===== src/rtl/tar_pkg.sv =====
// Package of constants and types for the trip, alarm and reset logic
package tar_pkg;

  // ==========================================================
  // Register map (byte addresses, 32-bit words)
  localparam logic [7:0] CFG_ADDR = 8'h00;
  localparam logic [7:0] TCA_ADDR = 8'h04;
  localparam logic [7:0] TRIP_ADDR = 8'h08;
  localparam logic [7:0] ALARM_ADDR = 8'h0C;
  localparam logic [7:0] TCU_ADDR = 8'h10;

  // ==========================================================
  // Configuration field positions
  localparam int CFG_OL_AUTO = 0;
  localparam int CFG_KEY_LOCK = 1;
  localparam int CFG_UNB_EN = 2;
  localparam int CFG_OCC_EN = 3;
  localparam int CFG_KEY_ALM = 4;
  localparam int CFG_TCA_AUX = 5;
  localparam logic [5:0] CFG_RESET = 6'h16;
  localparam logic [6:0] TCA_OFF = 7'h00;
  localparam logic [6:0] TCA_MAX = 7'h64;

  // ==========================================================
  // Thresholds and timing
  localparam logic [6:0] OL_RESET_PCT = 7'h0F;
  localparam logic [6:0] UNB_PCT = 7'h0F;
  localparam int CLK_MHZ = 200;
  localparam int UNB_TIME_S = 5;
  localparam longint UNB_CYCLES = longint'(UNB_TIME_S) * CLK_MHZ * 1000000;
  localparam int OCC_TIME_MS = 500;
  localparam longint OCC_CYCLES = longint'(OCC_TIME_MS) * CLK_MHZ * 1000;

  // ==========================================================
  // Trip and alarm bit positions
  localparam int TRIP_OL = 0;
  localparam int TRIP_GF = 1;
  localparam int TRIP_LR = 2;
  localparam int TRIP_OCC = 3;
  localparam int ALM_UNB = 0;
  localparam int ALM_TCA = 1;
  localparam int ALM_ACC = 2;
  localparam int ALM_GRS = 3;
  localparam int ALM_INSP = 4;
  localparam int ALM_STOP = 5;

  typedef enum logic [1:0] {
    OCC_IDLE = 2'b00,
    OCC_WAIT = 2'b01,
    OCC_DONE = 2'b10
  } tar_occ_t;

  typedef struct packed {
    logic resetKey;
    logic lockoutIn;
    logic lockoutCfg;
    logic startCmd;
    logic contactorClosed;
  } tar_pins_t;

endpackage


===== src/rtl/tar_persist.sv =====
// Persistence timer: output rises once input held high for a count
`timescale 1ns/100ps
module tar_persist #(
  parameter int WIDTH = 32,
  parameter logic [WIDTH-1:0] COUNT = '1
) (
  input wire logic clk,
  input wire logic srst,
  input wire logic cond,
  output logic held
);
  typedef struct packed {
    logic [WIDTH-1:0] cnt;
    logic held;
  } tar_pst_t;

  tar_pst_t state_q, state_d;

  always_comb begin
    state_d = state_q;
    if (!cond) begin
      state_d.cnt = '0;
      state_d.held = 1'b0;
    end else if (state_q.cnt < COUNT) begin
      state_d.cnt = state_q.cnt + 1'b1;
    end else begin
      state_d.held = 1'b1;
    end
  end

  always_ff @(posedge clk) begin
    if (srst) begin
      state_q <= '0;
    end else begin
      state_q <= state_d;
    end
  end

  assign held = state_q.held;
endmodule


===== src/rtl/tar_trip_alarm.sv =====
// Trip latching, alarm generation and reset logic for a motor relay
//
// What this block does
// [RULE1] In automatic mode an overload trip clears itself once TCU < 15%.
// [RULE2] In manual mode a key press clears the overload trip at TCU < 15%.
// [RULE3] Key lockout clearing on: the key clears trips whose cause is gone.
// [RULE4] Key lockout clearing off: the key cannot clear the lockout trips.
// [RULE5] Key lockout clearing off: only the lockout input clears those trips.
// [RULE6] A programmed lockout-reset input takes lockout trips from the key.
// [RULE7] Unbalance alarm only after unbalance > 15% held for 5 seconds.
// [RULE8] Thermal capacity alarm when TCU exceeds a 1..100 level; 0 is off.
// [RULE9] The thermal capacity alarm may be routed to a dedicated aux relay.
// [RULE10] Open control circuit trip if feedback stays open after a start.
// [RULE11] With alarm key clearing on, the key clears the four latched alarms.
// [RULE12] All other alarms follow their cause and clear by themselves.
// [RULE13] Stopped-motor thermal capacity decays exponentially; done outside.
// [RULE14] Every trip stays latched until a permitted reset clears it.
//
// The implementer's own choices: the register offsets and the AXI4-Lite slave port.
`timescale 1ns/100ps
module tar_trip_alarm #(
  parameter longint UNB_CNT = tar_pkg::UNB_CYCLES,
  parameter longint OCC_CNT = tar_pkg::OCC_CYCLES
) (
  input wire logic clk,
  input wire logic srst,
  input wire logic [31:0] s_axi_awaddr,
  input wire logic s_axi_awvalid,
  output logic s_axi_awready,
  input wire logic [31:0] s_axi_wdata,
  input wire logic [3:0] s_axi_wstrb,
  input wire logic s_axi_wvalid,
  output logic s_axi_wready,
  output logic [1:0] s_axi_bresp,
  output logic s_axi_bvalid,
  input wire logic s_axi_bready,
  input wire logic [31:0] s_axi_araddr,
  input wire logic s_axi_arvalid,
  output logic s_axi_arready,
  output logic [31:0] s_axi_rdata,
  output logic [1:0] s_axi_rresp,
  output logic s_axi_rvalid,
  input wire logic s_axi_rready,
  input wire tar_pkg::tar_pins_t pins,
  input wire logic [6:0] tcUsed,
  input wire logic [6:0] unbalancePct,
  input wire logic olCond,
  input wire logic gfCond,
  input wire logic lrCond,
  input wire logic [3:0] keyAlarmCond,
  output logic [3:0] trips,
  output logic [5:0] alarms,
  output logic tcAuxRelay
);
  import tar_pkg::*;

  // ==========================================================
  // State
  typedef struct packed {
    tar_pins_t sync1;
    tar_pins_t sync2;
    logic keyPrev;
    logic lockPrev;
    logic startPrev;
    logic [5:0] cfg;
    logic [6:0] tcaLevel;
    logic [3:0] trip;
    logic [5:0] alarm;
    logic auxRelay;
    logic [39:0] unbRun;
    tar_occ_t occ;
    logic [39:0] occCnt;
    logic awHeld;
    logic [7:0] awAddr;
    logic wHeld;
    logic [31:0] wData;
    logic [3:0] wStrb;
    logic bValid;
    logic rValid;
    logic [31:0] rData;
    logic [1:0] rResp;
    logic [1:0] bResp;
  } tar_state_t;

  tar_state_t state_q, state_d;
  logic unbHeld;
  logic keyPress, lockPress, startEdge;
  logic lockoutByKey, lockoutByInput;
  logic [3:0] tripClr;
  logic tcLow, occCond, tcaHit;
  logic doWrite, doRead;
  logic [31:0] rdWord;

  // ==========================================================
  // Unbalance persistence
  // [RULE7] 15% for 5 s
  tar_persist #(
    .WIDTH(40),
    .COUNT(40'(UNB_CNT))
  ) unbTimer (
    .clk(clk),
    .srst(srst),
    .cond(state_q.cfg[CFG_UNB_EN] && (unbalancePct > UNB_PCT)),
    .held(unbHeld)
  );

  // ==========================================================
  // Decisions
  always_comb begin
    keyPress = state_q.sync2.resetKey && !state_q.keyPrev;
    lockPress = state_q.sync2.lockoutIn && !state_q.lockPrev;
    startEdge = state_q.sync2.startCmd && !state_q.startPrev;
    tcLow = tcUsed < OL_RESET_PCT;
    // [RULE4] [RULE6] key authority over lockout trips
    lockoutByKey = state_q.cfg[CFG_KEY_LOCK] && !state_q.sync2.lockoutCfg;
    // [RULE5] input authority over lockout trips
    lockoutByInput = state_q.sync2.lockoutCfg || !state_q.cfg[CFG_KEY_LOCK];
    tripClr = '0;
    // [RULE1] [RULE2] overload reset gated by cooling
    if (tcLow && !olCond) begin
      if (state_q.cfg[CFG_OL_AUTO]) begin
        tripClr[TRIP_OL] = 1'b1;
      end else if ((keyPress && lockoutByKey)
                   || (lockPress && lockoutByInput)) begin
        tripClr[TRIP_OL] = 1'b1;
      end
    end
    // [RULE3] key clears only trips whose cause is gone
    if ((keyPress && lockoutByKey) || (lockPress && lockoutByInput)) begin
      tripClr[TRIP_GF] = !gfCond;
      tripClr[TRIP_LR] = !lrCond;
    end
    if (keyPress) begin
      tripClr[TRIP_OCC] = state_q.occ != OCC_DONE;
    end
    occCond = state_q.occ == OCC_DONE;
    // [RULE8] level 0 is off
    tcaHit = (state_q.tcaLevel != TCA_OFF) && (tcUsed > state_q.tcaLevel);
  end

  // ==========================================================
  // Bus decode
  always_comb begin
    doWrite = state_q.awHeld && state_q.wHeld && !state_q.bValid;
    doRead = s_axi_arvalid && !state_q.rValid;
    case (s_axi_araddr[7:0])
      CFG_ADDR: rdWord = {26'h0, state_q.cfg};
      TCA_ADDR: rdWord = {25'h0, state_q.tcaLevel};
      TRIP_ADDR: rdWord = {28'h0, state_q.trip};
      ALARM_ADDR: rdWord = {26'h0, state_q.alarm};
      TCU_ADDR: rdWord = {25'h0, tcUsed};
      default: rdWord = 32'h0000_0000;
    endcase
  end

  always_comb begin
    state_d = state_q;
    state_d.sync1 = pins;
    state_d.sync2 = state_q.sync1;
    state_d.keyPrev = state_q.sync2.resetKey;
    state_d.lockPrev = state_q.sync2.lockoutIn;
    state_d.startPrev = state_q.sync2.startCmd;

    // [RULE10] wait for contactor feedback after a start
    state_d.occCnt = '0;
    case (state_q.occ)
      OCC_IDLE: begin
        if (startEdge && state_q.cfg[CFG_OCC_EN]) begin
          state_d.occ = OCC_WAIT;
        end
      end
      OCC_WAIT: begin
        if (state_q.sync2.contactorClosed || !state_q.cfg[CFG_OCC_EN]) begin
          state_d.occ = OCC_IDLE;
        end else if (state_q.occCnt >= 40'(OCC_CNT)) begin
          state_d.occ = OCC_DONE;
        end else begin
          state_d.occCnt = state_q.occCnt + 40'h1;
        end
      end
      OCC_DONE: begin
        if (state_q.sync2.contactorClosed || !state_q.sync2.startCmd) begin
          state_d.occ = OCC_IDLE;
        end
      end
      default: state_d.occ = OCC_IDLE;
    endcase

    // [RULE14] trips hold until cleared; set wins over clear
    state_d.trip = (state_q.trip & ~tripClr)
                   | {occCond, lrCond, gfCond, olCond};

    // [RULE12] self-clearing alarms follow their cause
    state_d.alarm[ALM_UNB] = unbHeld;
    state_d.alarm[ALM_TCA] = tcaHit;
    // [RULE9] aux relay routing
    state_d.auxRelay = tcaHit && state_q.cfg[CFG_TCA_AUX];
    // Checker-only run length of unbalance, saturating past the limit
    if (!(state_q.cfg[CFG_UNB_EN] && (unbalancePct > UNB_PCT))) begin
      state_d.unbRun = '0;
    end else if (state_q.unbRun <= 40'(UNB_CNT)) begin
      state_d.unbRun = state_q.unbRun + 40'h1;
    end
    // [RULE11] key-clearable alarms latch
    if (keyPress && state_q.cfg[CFG_KEY_ALM]) begin
      state_d.alarm[5:2] = keyAlarmCond;
    end else begin
      state_d.alarm[5:2] = state_q.alarm[5:2] | keyAlarmCond;
    end

    // Bus write path, address and data accepted in either order
    if (s_axi_awvalid && !state_q.awHeld) begin
      state_d.awHeld = 1'b1;
      state_d.awAddr = s_axi_awaddr[7:0];
    end
    if (s_axi_wvalid && !state_q.wHeld) begin
      state_d.wHeld = 1'b1;
      state_d.wData = s_axi_wdata;
      state_d.wStrb = s_axi_wstrb;
    end
    if (doWrite) begin
      state_d.awHeld = 1'b0;
      state_d.wHeld = 1'b0;
      state_d.bValid = 1'b1;
      state_d.bResp = 2'b00;
      case (state_q.awAddr)
        CFG_ADDR: begin
          if (state_q.wStrb[0]) begin
            state_d.cfg = state_q.wData[5:0];
          end
        end
        TCA_ADDR: begin
          // Out of range levels are refused so the alarm cannot go stuck
          if (state_q.wStrb[0] && state_q.wData[6:0] <= TCA_MAX) begin
            state_d.tcaLevel = state_q.wData[6:0];
          end
        end
        TRIP_ADDR, ALARM_ADDR, TCU_ADDR: state_d.bResp = 2'b00;
        default: state_d.bResp = 2'b10;
      endcase
    end
    if (state_q.bValid && s_axi_bready) begin
      state_d.bValid = 1'b0;
    end
    if (doRead) begin
      state_d.rValid = 1'b1;
      state_d.rData = rdWord;
      state_d.rResp = (s_axi_araddr[7:0] > TCU_ADDR
                       || s_axi_araddr[1:0] != 2'b00) ? 2'b10 : 2'b00;
    end else if (state_q.rValid && s_axi_rready) begin
      state_d.rValid = 1'b0;
    end
  end

  always_ff @(posedge clk) begin
    if (srst) begin
      state_q <= '0;
      state_q.cfg <= CFG_RESET;
      state_q.occ <= OCC_IDLE;
    end else begin
      state_q <= state_d;
    end
  end

  // ==========================================================
  // Outputs
  assign s_axi_awready = !state_q.awHeld;
  assign s_axi_wready = !state_q.wHeld;
  assign s_axi_bvalid = state_q.bValid;
  assign s_axi_bresp = state_q.bResp;
  assign s_axi_arready = !state_q.rValid;
  assign s_axi_rvalid = state_q.rValid;
  assign s_axi_rdata = state_q.rData;
  assign s_axi_rresp = state_q.rResp;
  assign trips = state_q.trip;
  assign alarms = state_q.alarm;
  assign tcAuxRelay = state_q.auxRelay;

  // ==========================================================
  // Checks
  ol_auto_a: assert property (@(posedge clk) disable iff (srst) // [RULE1]
    state_q.cfg[CFG_OL_AUTO] && state_q.trip[TRIP_OL] && tcLow && !olCond
    |=> !trips[TRIP_OL])
    else $error("overload not auto cleared");
  ol_hold_a: assert property (@(posedge clk) disable iff (srst) // [RULE2]
    trips[TRIP_OL] && !tcLow |=> trips[TRIP_OL])
    else $error("overload cleared while hot");
  key_clear_a: assert property (@(posedge clk) disable iff (srst) // [RULE3]
    keyPress && lockoutByKey && trips[TRIP_GF] && !gfCond
    |=> !trips[TRIP_GF])
    else $error("ground fault not cleared by key");
  key_lock_a: assert property (@(posedge clk) disable iff (srst) // [RULE4]
    !state_q.cfg[CFG_KEY_LOCK] && !lockPress && trips[TRIP_LR]
    |=> trips[TRIP_LR])
    else $error("locked rotor cleared without input");
  input_clr_a: assert property (@(posedge clk) disable iff (srst) // [RULE5]
    lockPress && lockoutByInput && trips[TRIP_LR] && !lrCond
    |=> !trips[TRIP_LR])
    else $error("lockout input failed to clear");
  input_cfg_a: assert property (@(posedge clk) disable iff (srst) // [RULE6]
    state_q.sync2.lockoutCfg && !lockPress && trips[TRIP_GF]
    |=> trips[TRIP_GF])
    else $error("key cleared lockout trip");
  unb_persist_a: assert property (@(posedge clk) disable iff (srst) // [RULE7]
    $rose(alarms[ALM_UNB]) |-> $past(state_q.unbRun) > 40'(UNB_CNT))
    else $error("unbalance alarm too early");
  tca_level_a: assert property (@(posedge clk) disable iff (srst) // [RULE8]
    alarms[ALM_TCA] |-> $past(state_q.tcaLevel != TCA_OFF
                              && tcUsed > state_q.tcaLevel))
    else $error("thermal alarm without cause");
  occ_trip_a: assert property (@(posedge clk) disable iff (srst) // [RULE10]
    state_q.occ == OCC_DONE |=> trips[TRIP_OCC])
    else $error("open control trip missing");
  trip_latch_a: assert property (@(posedge clk) disable iff (srst) // [RULE14]
    trips[TRIP_GF] && !keyPress && !lockPress |=> trips[TRIP_GF])
    else $error("ground fault trip dropped");
endmodule


===== config.mk =====
export PLATFORM = sky130hd
export DESIGN_NAME = tar_trip_alarm
export DESIGN_NICKNAME = d
export VERILOG_FILES = /design/src/rtl/tar_pkg.sv /design/src/rtl/tar_persist.sv /design/src/rtl/tar_trip_alarm.sv
export SDC_FILE = /design/constraint.sdc
export NUM_CORES = 1
export LEC_CHECK = 0
export ABC_CLOCK_PERIOD_IN_PS = 4000
export BUFFER_PORTS_ARGS = -buffer_cell sky130_fd_sc_hd__buf_4
export CAP_MARGIN = 20
export CORE_MARGIN = 10
export CORE_UTILIZATION = 50
export CTS_BUF_LIST = sky130_fd_sc_hd__clkbuf_2
export DETAILED_ROUTE_END_ITERATION = 10
export PLACE_DENSITY_LB_ADDON = 0.05
export SYNTH_ARGS = -nofsm -noshare
export SYNTH_HDL_FRONTEND = slang
export SYNTH_SLANG_ARGS = --single-unit

===== constraint.sdc =====
create_clock -name clk -period 4 [get_ports clk]
set_input_delay 0.4 -clock clk [delete_from_list [all_inputs] [get_ports clk]]
set_output_delay 0.4 -clock clk [all_outputs]
set_load 0.01 [all_outputs]

* Word-level counts from Yosys, hierarchy flattened
Index checks and enable logic that the tools add are counted.
Widths: inputs -> output; s select.
** Storage, ports and cells
- Register bits :: 176
- Logic and storage cells :: 130
- Bits of input ports :: 133
** Cells by class
- Order comparisons :: 7
- Equal/unequal tests :: 14
- Mux-type cells :: 16
- Bitwise logic cells :: 6
- Reductions and logical operators :: 53
- Add/sub/neg operators :: 2
** Operators by type and width (count)
- $add 40x1->40 const B :: 2
- $ge 40x27->1 const B :: 1
- $lt 40x30->1 const B :: 1
- $pmux 7 s5 :: 1
- $eq 8x4->1 const B :: 4
- $logic_and 1x1->1 :: 20
- $eq 8x3->1 const B :: 2
- $eq 8x5->1 const B :: 2
- $logic_not 8->1 :: 2
- $logic_not 1->1 :: 14
- $mux 2 :: 7
- $reduce_and 3->1 :: 3
- $gt 8x5->1 const B :: 1
- $or 4x4->4 :: 2
- $gt 7x4->1 const B :: 1
- $gt 7x7->1 :: 1
- $le 7x7->1 const B :: 1
- $lt 7x4->1 const B :: 1
- $reduce_bool 7->1 :: 1
- $mux 1 :: 6
- $pmux 2 s3 :: 1
- $reduce_or 2->1 :: 3
- $logic_or 1x1->1 :: 5
- $reduce_or 5->1 :: 1
- other kinds (12) :: 15

* Logic depth before layout (Yosys ltp)
Gate-level depths: netlist of the first run.
- Word-level depth :: 10
- Mapped depth :: 7

* Hierarchy
From an unflattened synthesis of the first run, not the netlist that was laid out.
** Unflattened totals
- Cell total of the unflattened synthesis :: 762
- Area total of the unflattened synthesis :: 6836.6 µm²
** Modules (own cells, without submodules)
- tar_trip_alarm :: times used 1, cells an instance 530, sequential area each 2162.1 µm², area an instance 4880.9 µm²
- tar_persist :: times used 1, cells an instance 232, sequential area each 820.8 µm², area an instance 1955.6 µm²

* Worst setup path after synthesis of the first run
OpenSTA, ideal clock, no wires.
- Path type :: register -> register
- Start :: reg state_q[93] in the netlist's numbering
- End :: reg state_q[97] in the netlist's numbering
- Path buffers :: 2
- Library setup time :: 0.066 ns
- Data arrival time :: 1.955 ns
- Cell stages (with the launch flop) :: 8
- Setup slack :: 1.979 ns
- Path through :: dfxtp_1 -> or4_1 -> o211ai_2 -> a2111oi_1 -> or4_1 -> buf_2 -> buf_6 -> nor2_1
** Between the ends
- Cells in the longest elaborated chain, start to end :: 2
** RTL lines
- start, declared :: line tar_trip_alarm.sv:85 : tar_state_t state_q, state_d;
- start signal, assigned :: line tar_trip_alarm.sv:261 : state_q <= state_d;
- $ge 40x27->1 :: line tar_trip_alarm.sv:175 : end else if (state_q.occCnt >= 40'(OCC_CNT)) begin
- $reduce_or 4->1 (no source line)
Parallel ways exist; a longest one is shown, timed or not.
A chain may end at the register's enable or synchronous reset.

* Worst setup path after layout of the first run
- Start :: reg unbTimer.state_q[3] in the netlist's numbering
- End :: reg unbTimer.state_q[21] in the netlist's numbering
** Between the ends
- Cells in the longest elaborated chain, start to end :: 1
** RTL lines
- start, declared :: line tar_persist.sv:17 : tar_pst_t state_q, state_d;
- start signal, assigned :: line tar_persist.sv:35 : state_q <= state_d;
- $add 40x1->40 / $lt 40x30->1 (equally long branches) :: line tar_persist.sv:25, tar_persist.sv:24
Parallel ways exist; a longest one is shown, timed or not.

==> flow_summary.yaml, run 1 <==
final_layout:
  areaGrowthSynthToFinish_pct: 18.2
  nFillCells: 1168
  drive_gt1_frac: 0.147
  stdcell_count: 1009
  fin_area_um2: 7730
  fin_util: 0.608
  fin_nets: 966
routing:
  wirelength_um: 14800
  drc: 0
  ant_nets: 0
  wire_per_inst_um: 14.7
  dr.pass1.iters: 5
  via_per_inst: 5.31
  drt_iter0_drc: 313
  num_vias: 5358
place:
  dpl_cell_area_um2: 7060
  portBuffers: 77
  dpl.hpwl_um: 10700
  dp.cells: 941
  place_ws_ps: 1430
  routabilityCongestion: 0.853
floorplanning:
  rows: 41
  start_util: 0.514
  die_w_um: 134
  die_h_um: 134
  dieArea_um2: 18100
  io_pins: 185
  core-area_um2: 12700
synth:
  synth_edf_count: 0
  yosysSeqAreaShare: 0.456
  yosys_warnings: 0
  syn_inst: 721
  ys_types: 60
  synthesis.area_um2: 6540
  ys_seq_elements: 149
  synth-async-reset-ratio: 0
  synth.avg_cell_area_um2: 9.08
  synth_flop_cell: "dfxtp_1"
pwr:
  p_clk_frac: 0.376
  peakVddDrop_mv: 0.262
  power.static_leakage_nw: 2.96
  p_comb_frac: 0.082
  p_total_mw: 2.86
  swShare: 0.235
  p_per_area_nw_per_um2: 369
  p_seq_frac: 0.543
  power.internal_mw: 2.18
  switching_power_mw: 0.672
timing:
  skew_ps: 33.7
  fin_crit_ps: 2640
  finalWorstSetupSlack_ps: 1360
  tightest_slew_ps: 928
  slew_viol_final: 0
  finalSetupViolations: 0
  hold_viol_final: 0
  slew-limit-headroom: 0.380
  hold_ws_ps: 73.5
  fin_tns_setup_ps: 0
  max_freq_mhz: 378
  period_share: 0.661
  rsz0062_at_grt: "no"
setup_path:
  worstReg2RegStart: "unbTimer.state_q[3]$_SDFFE_PP0N_"
  cp-start-kind: "flip-flop"
  r2r-end: "unbTimer.state_q[21]$_SDFFE_PP0N_"
  slowest_stage: "nor4_1"
  crit_arrival_ps: 3240
  required_ps: 4600
  r2r_slack_ps: 1360
  critical_path_class: "reg -> reg"
  max_stage_delay_ps: 710
  crit_path_end_kind: "flip-flop"
  path_max_fanout: 12
  crit_chain: "nand4_1, nor4_1, nand3_1, or4_1, a21oi_1"
  rr_worst_depth: 5
clocking:
  ctsResizeCount: 0
  clk_pin_slew_ps: 200
  holdBufCountCts: 34
  cts-buffers-inserted: 17
  cts_sinks: 149
  clk_latency_ps: 680
  cts_buffer_depth: 2
  cts_tree: "yes"
  cts_setup_buffers: 0
  cts_root_buf: "clkbuf_2"
  cts_max_level: 4
grt:
  grt_pass1_wl_um: 25300
  antenna_found_initial: 1
  grt_start_max_net_pins: 59
  grt-ovfl-total: 0
  grt_pass1_vias: 5340
  track_usage: 0.168
job:
  drv_cap: 0
worst_hold_path:
  hold_path.startpoint: "tcUsed[2]"
  whs_path_depth: 3
  holdPathEnd: "s_axi_rdata[2]$_SDFFE_PP0P_"
  hold_class: "in -> reg"
run_status:
  status: "finished clean"
==> worst max-delay path: cells and delay by family (launching register included) <==
family | cells | cell delay [ps]
simple gates | 4 | 1950
flops | 1 | 460
compound gates | 1 | 160
==> layer usage <==
layer | up-vias | track usage | wire [um]
met1 | 2529 | 0.199 | 6570
met5 | - | 0 | 0
met3 | 20 | 0.0538 | 871
met4 | 0 | 0.0617 | 255
met2 | 131 | 0.277 | 7130
li1 | 2678 | - | -
==> registers in the layout (all words and copies together) (netlist names) <==
| register | cells |
|---|---|
| state_q | 78 |
| unbTimer.state_q | 40 |
| state_d | 8 |
| s_axi_rdata | 7 |
| alarms | 6 |
| trips | 4 |
| s_axi_bresp | 1 |
| s_axi_bvalid | 1 |
| s_axi_rresp | 1 |
| s_axi_rvalid | 1 |
| tcAuxRelay | 1 |
| unbTimer.held | 1 |
==> cell type report <==
type,count,area [um2],area share
Clock buffer,19,95.1,0.0123
Inverter,19,71.3,0.00922
Antenna cell,1,2.50,0.000324
Timing Repair Buffer,116,960,0.124
Tap cell,172,215,0.0278
Sequential cell,149,2980,0.386
Clock inverter,13,228,0.0294
Multi-Input combinational cell,520,3180,0.411
==> layout by cell type (no fill, tap or decap), types with 20 or more instances in the layout <==
master	count
buf_4	79
o21ai_0	20
dlygate4sd3_1	35
conb_1	40
nor2b_1	22
mux2i_1	30
dfxtp_1	149
nor2_1	78
a21oi_1	41
nand2_1	45
nand3_1	37
==> power groups by stage <==
stage / combinational [mW] / sequential [mW] / clock, mW
final: 0.233 / 1.55 / 1.07
after global routing: 0.259 / 1.56 / 1.18
after CTS: 0.231 / 1.55 / 1.10
after detailed placement: 0.204 / 1.58 / 0
after global placement: 0.197 / 1.58 / 0
after floorplan: 0.148 / 1.57 / 0
==> cell families after synthesis <==
| family | synth area share |
|---|---|
| muxes | 0.0597 |
| AOI/OAI and AO/OA | 0.109 |
| xor gates and xnor gates | 0.0348 |
| buffers and inverters | 0.0816 |
| and+or+nand+nor | 0.239 |
| other | 0.000573 |
| adders and majority gates | 0.0191 |
| DFF | 0.456 |
==> cell usage after synthesis (all sizes together) (11+ instances only) <==
master,instances,area (um2)
inv,19,71.3
nand4,14,87.6
nand3,37,185
xnor2,11,96.3
clkbuf,20,75.1
nor2b,22,138
mux2i,30,300
buf,52,388
nor4,12,90.1
a21oi,41,205
and2,13,81.3
nor3,16,80.1
dfxtp,149,2980
nor2,78,293
nand2,45,169
or4,14,105
xor2,15,131
o21ai,20,100
==> worst max-delay path by stage <==
stage	end	startpoint	depth (start not counted)
global route	unbTimer.state_q[23]$_SDFFE_PP0N_	unbTimer.state_q[3]$_SDFFE_PP0N_	5
detailed placement	unbTimer.state_q[9]$_SDFFE_PP0N_	srst	7
global placement	unbTimer.state_q[9]$_SDFFE_PP0N_	srst	6
finish	unbTimer.state_q[21]$_SDFFE_PP0N_	unbTimer.state_q[3]$_SDFFE_PP0N_	5
floorplan	state_q[97]$_SDFF_PP0_	state_q[93]$_SDFF_PP0_	7
CTS	unbTimer.state_q[21]$_SDFFE_PP0N_	unbTimer.state_q[3]$_SDFFE_PP0N_	5
No activity file was read; power rests on OpenSTA's default activity.
==> run 2: changes to the inputs <==
--- a/config.mk
+++ b/config.mk
@@ -5,11 +5,11 @@
 export SDC_FILE = /design/constraint.sdc
 export NUM_CORES = 1
 export LEC_CHECK = 0
-export ABC_CLOCK_PERIOD_IN_PS = 4000
+export ABC_CLOCK_PERIOD_IN_PS = 2400
 export BUFFER_PORTS_ARGS = -buffer_cell sky130_fd_sc_hd__buf_4
 export CAP_MARGIN = 20
 export CORE_MARGIN = 10
-export CORE_UTILIZATION = 50
+export CORE_UTILIZATION = 49
 export CTS_BUF_LIST = sky130_fd_sc_hd__clkbuf_2
 export DETAILED_ROUTE_END_ITERATION = 10
 export PLACE_DENSITY_LB_ADDON = 0.05
==> constraint.sdc (replaced) <==
create_clock -name clk -period 2.4 [get_ports clk]
set_input_delay 0.24 -clock clk [delete_from_list [all_inputs] [get_ports clk]]
set_output_delay 0.24 -clock clk [all_outputs]
set_load 0.01 [all_outputs]
==> flow_summary.yaml, run 2 (synthesis gave the netlist of run 1 again) <==
grt:
  track_usage: 0.166
  grt_pass1_vias: 5309
  antenna_found_initial: 1
  grt-ovfl-total: 0
  grt_start_max_net_pins: 56
  grt_pass1_wl_um: 25200
pwr:
  p_clk_frac: 0.296
  p_comb_frac: 0.096
  peakVddDrop_mv: 0.320
  swShare: 0.284
  power.static_leakage_nw: 3.02
  p_total_mw: 4.25
  p_seq_frac: 0.608
  switching_power_mw: 1.21
  power.internal_mw: 3.05
  p_per_area_nw_per_um2: 541
setup_path:
  slowest_stage: "or4b_1"
  max_stage_delay_ps: 620
  critPathLaunch: "unbTimer.state_q[31]$_SDFFE_PP0N_"
  path_max_fanout: 8
  cp-start-kind: "flip-flop"
  required_ps: 3050
  cp_num_buf_inv: 0
  crit_chain: "nor4_1, nand3_2, or4b_1, or4_1, a21oi_1"
  crit_family: "simple AND/OR/NAND/NOR gates"
  crit_path_end_kind: "flip-flop"
  worstReg2RegStart: "unbTimer.state_q[31]$_SDFFE_PP0N_"
  crit_arrival_ps: 2870
  critical_path_class: "reg -> reg"
floorplanning:
  core-area_um2: 13100
  start_util: 0.498
  io_pins: 185
  dieArea_um2: 18400
  die_h_um: 136
  die_w_um: 136
  rows: 42
timing:
  hold_ws_ps: 52.1
  slew_viol_final: 0
  period_share: 0.922
  skew_ps: 23.6
  hold_viol_final: 0
  fin_tns_setup_ps: 0
  max_freq_mhz: 452
  finalWorstSetupSlack_ps: 186
  tightest_slew_ps: 1010
  fin_crit_ps: 2210
  slew-limit-headroom: 0.328
  rsz0062_at_grt: "no"
  finalSetupViolations: 0
final_layout:
  stdcell_count: 1040
  final_cell_mix: "149 x dfxtp_1, 94 x buf_4, 78 x nor2_1"
  drive_gt1_frac: 0.160
  areaGrowthSynthToFinish_pct: 20.2
  final_common_cell: "dfxtp_1"
  fin_nets: 992
  nFillCells: 1178
  largest_register_ffs: 78
  top_register: "state_q"
routing:
  via_per_inst: 5.21
  drt_iter0_drc: 263
  wire_per_inst_um: 14.3
  ant_nets: 0
  num_vias: 5417
  drc: 0
  wirelength_um: 14800
  dr.pass1.iters: 4
place:
  dp.cells: 958
  dpl.hpwl_um: 10700
  place_ws_ps: 128
  portBuffers: 77
  routabilityCongestion: 0.838
clocking:
  cts_max_level: 4
  cts_root_buf: "clkbuf_2"
  clk_pin_slew_ps: 210
  cts_setup_buffers: 0
  cts_sinks: 149
  clk_latency_ps: 720
  cts_buffer_depth: 2
  cts_tree: "yes"
  cts-buffers-inserted: 17
worst_hold_path:
  hold_path.startpoint: "s_axi_araddr[2]"
  hold_class: "in -> reg"
job:
  drv_cap: 0
run_status:
  status: "finished clean"
run 2: cell count changes in the layout (fill, tap and decap cells not counted), moves of 2 or more:
| cell | before | now |
|---|---|---|
| clkinv_2 | 2 | 0 |
| bufinv_16 | 6 | 0 |
| buf_4 | 79 | 94 |
| clkbuf_2 | 19 | 17 |
| dlygate4sd3_1 | 35 | 48 |
| clkinvlp_4 | 1 | 5 |
| clkinv_4 | 1 | 3 |
| inv_6 | 2 | 5 |
run 2: worst min-delay path, stage by stage:
cell	delay, ps
buf_4	170
o21ai_0	140
a31oi_1	190
run 2: power groups by stage:
stage	sequential (mW)	clock, mW	combinational, mW
floorplan	2.62	0	0.247
global placement	2.63	0	0.340
detailed placement	2.63	0	0.349
CTS	2.59	1.30	0.409
global route	2.60	1.44	0.454
finish	2.58	1.26	0.410
run 2: cell type report:
cell class,instances,area (um2),share of cell area
repair buffers,142,1190,0.151
flip-flops and latches,149,2980,0.379
inverters,19,71.3,0.00907
clock inverters,15,123,0.0156
clock buffers,17,85.1,0.0108
diodes,2,5.00,0.000636
well taps,176,220,0.0280
multi-input cells,520,3190,0.406
run 2: worst paths after layout:
check | endpoint | slack (ps) | depth (start not counted)
hold reg to reg | state_q[195]$_SDFF_PP0_ | 440 | 1
setup / recovery | unbTimer.state_q[26]$_SDFFE_PP0N_ | 190 | 5
setup reg to reg | unbTimer.state_q[26]$_SDFFE_PP0N_ | 190 | 5
hold / removal | s_axi_rresp[1]$_SDFFE_PP0P_ | 50 | 3
run 2: per-stage QoR:
| stage | util | instance area [um2] |
|---|---|---|
| final | 0.599 | 7870 |
| after global routing | 0.599 | 7870 |
| after CTS | 0.597 | 7850 |
| after detailed placement | 0.545 | 7160 |
| after global placement | 0.545 | 7160 |
| after floorplan | - | 6690 |
run 2: per-layer routing:
layer	track usage	wire [um]	vias to the layer above
met5	0	0	-
met4	0.0496	217	0
met3	0.0530	761	21
met2	0.267	7070	116
met1	0.208	6800	2558
li1	-	-	2722
run 2: what timing repair did:
item / 4_1_cts / 5_1_grt
resized for setup: 0 / 2
endpoints found under the hold margin: 44 / 1
setup endpoints to repair: 0 / 2
hold buffers: 48 / 1
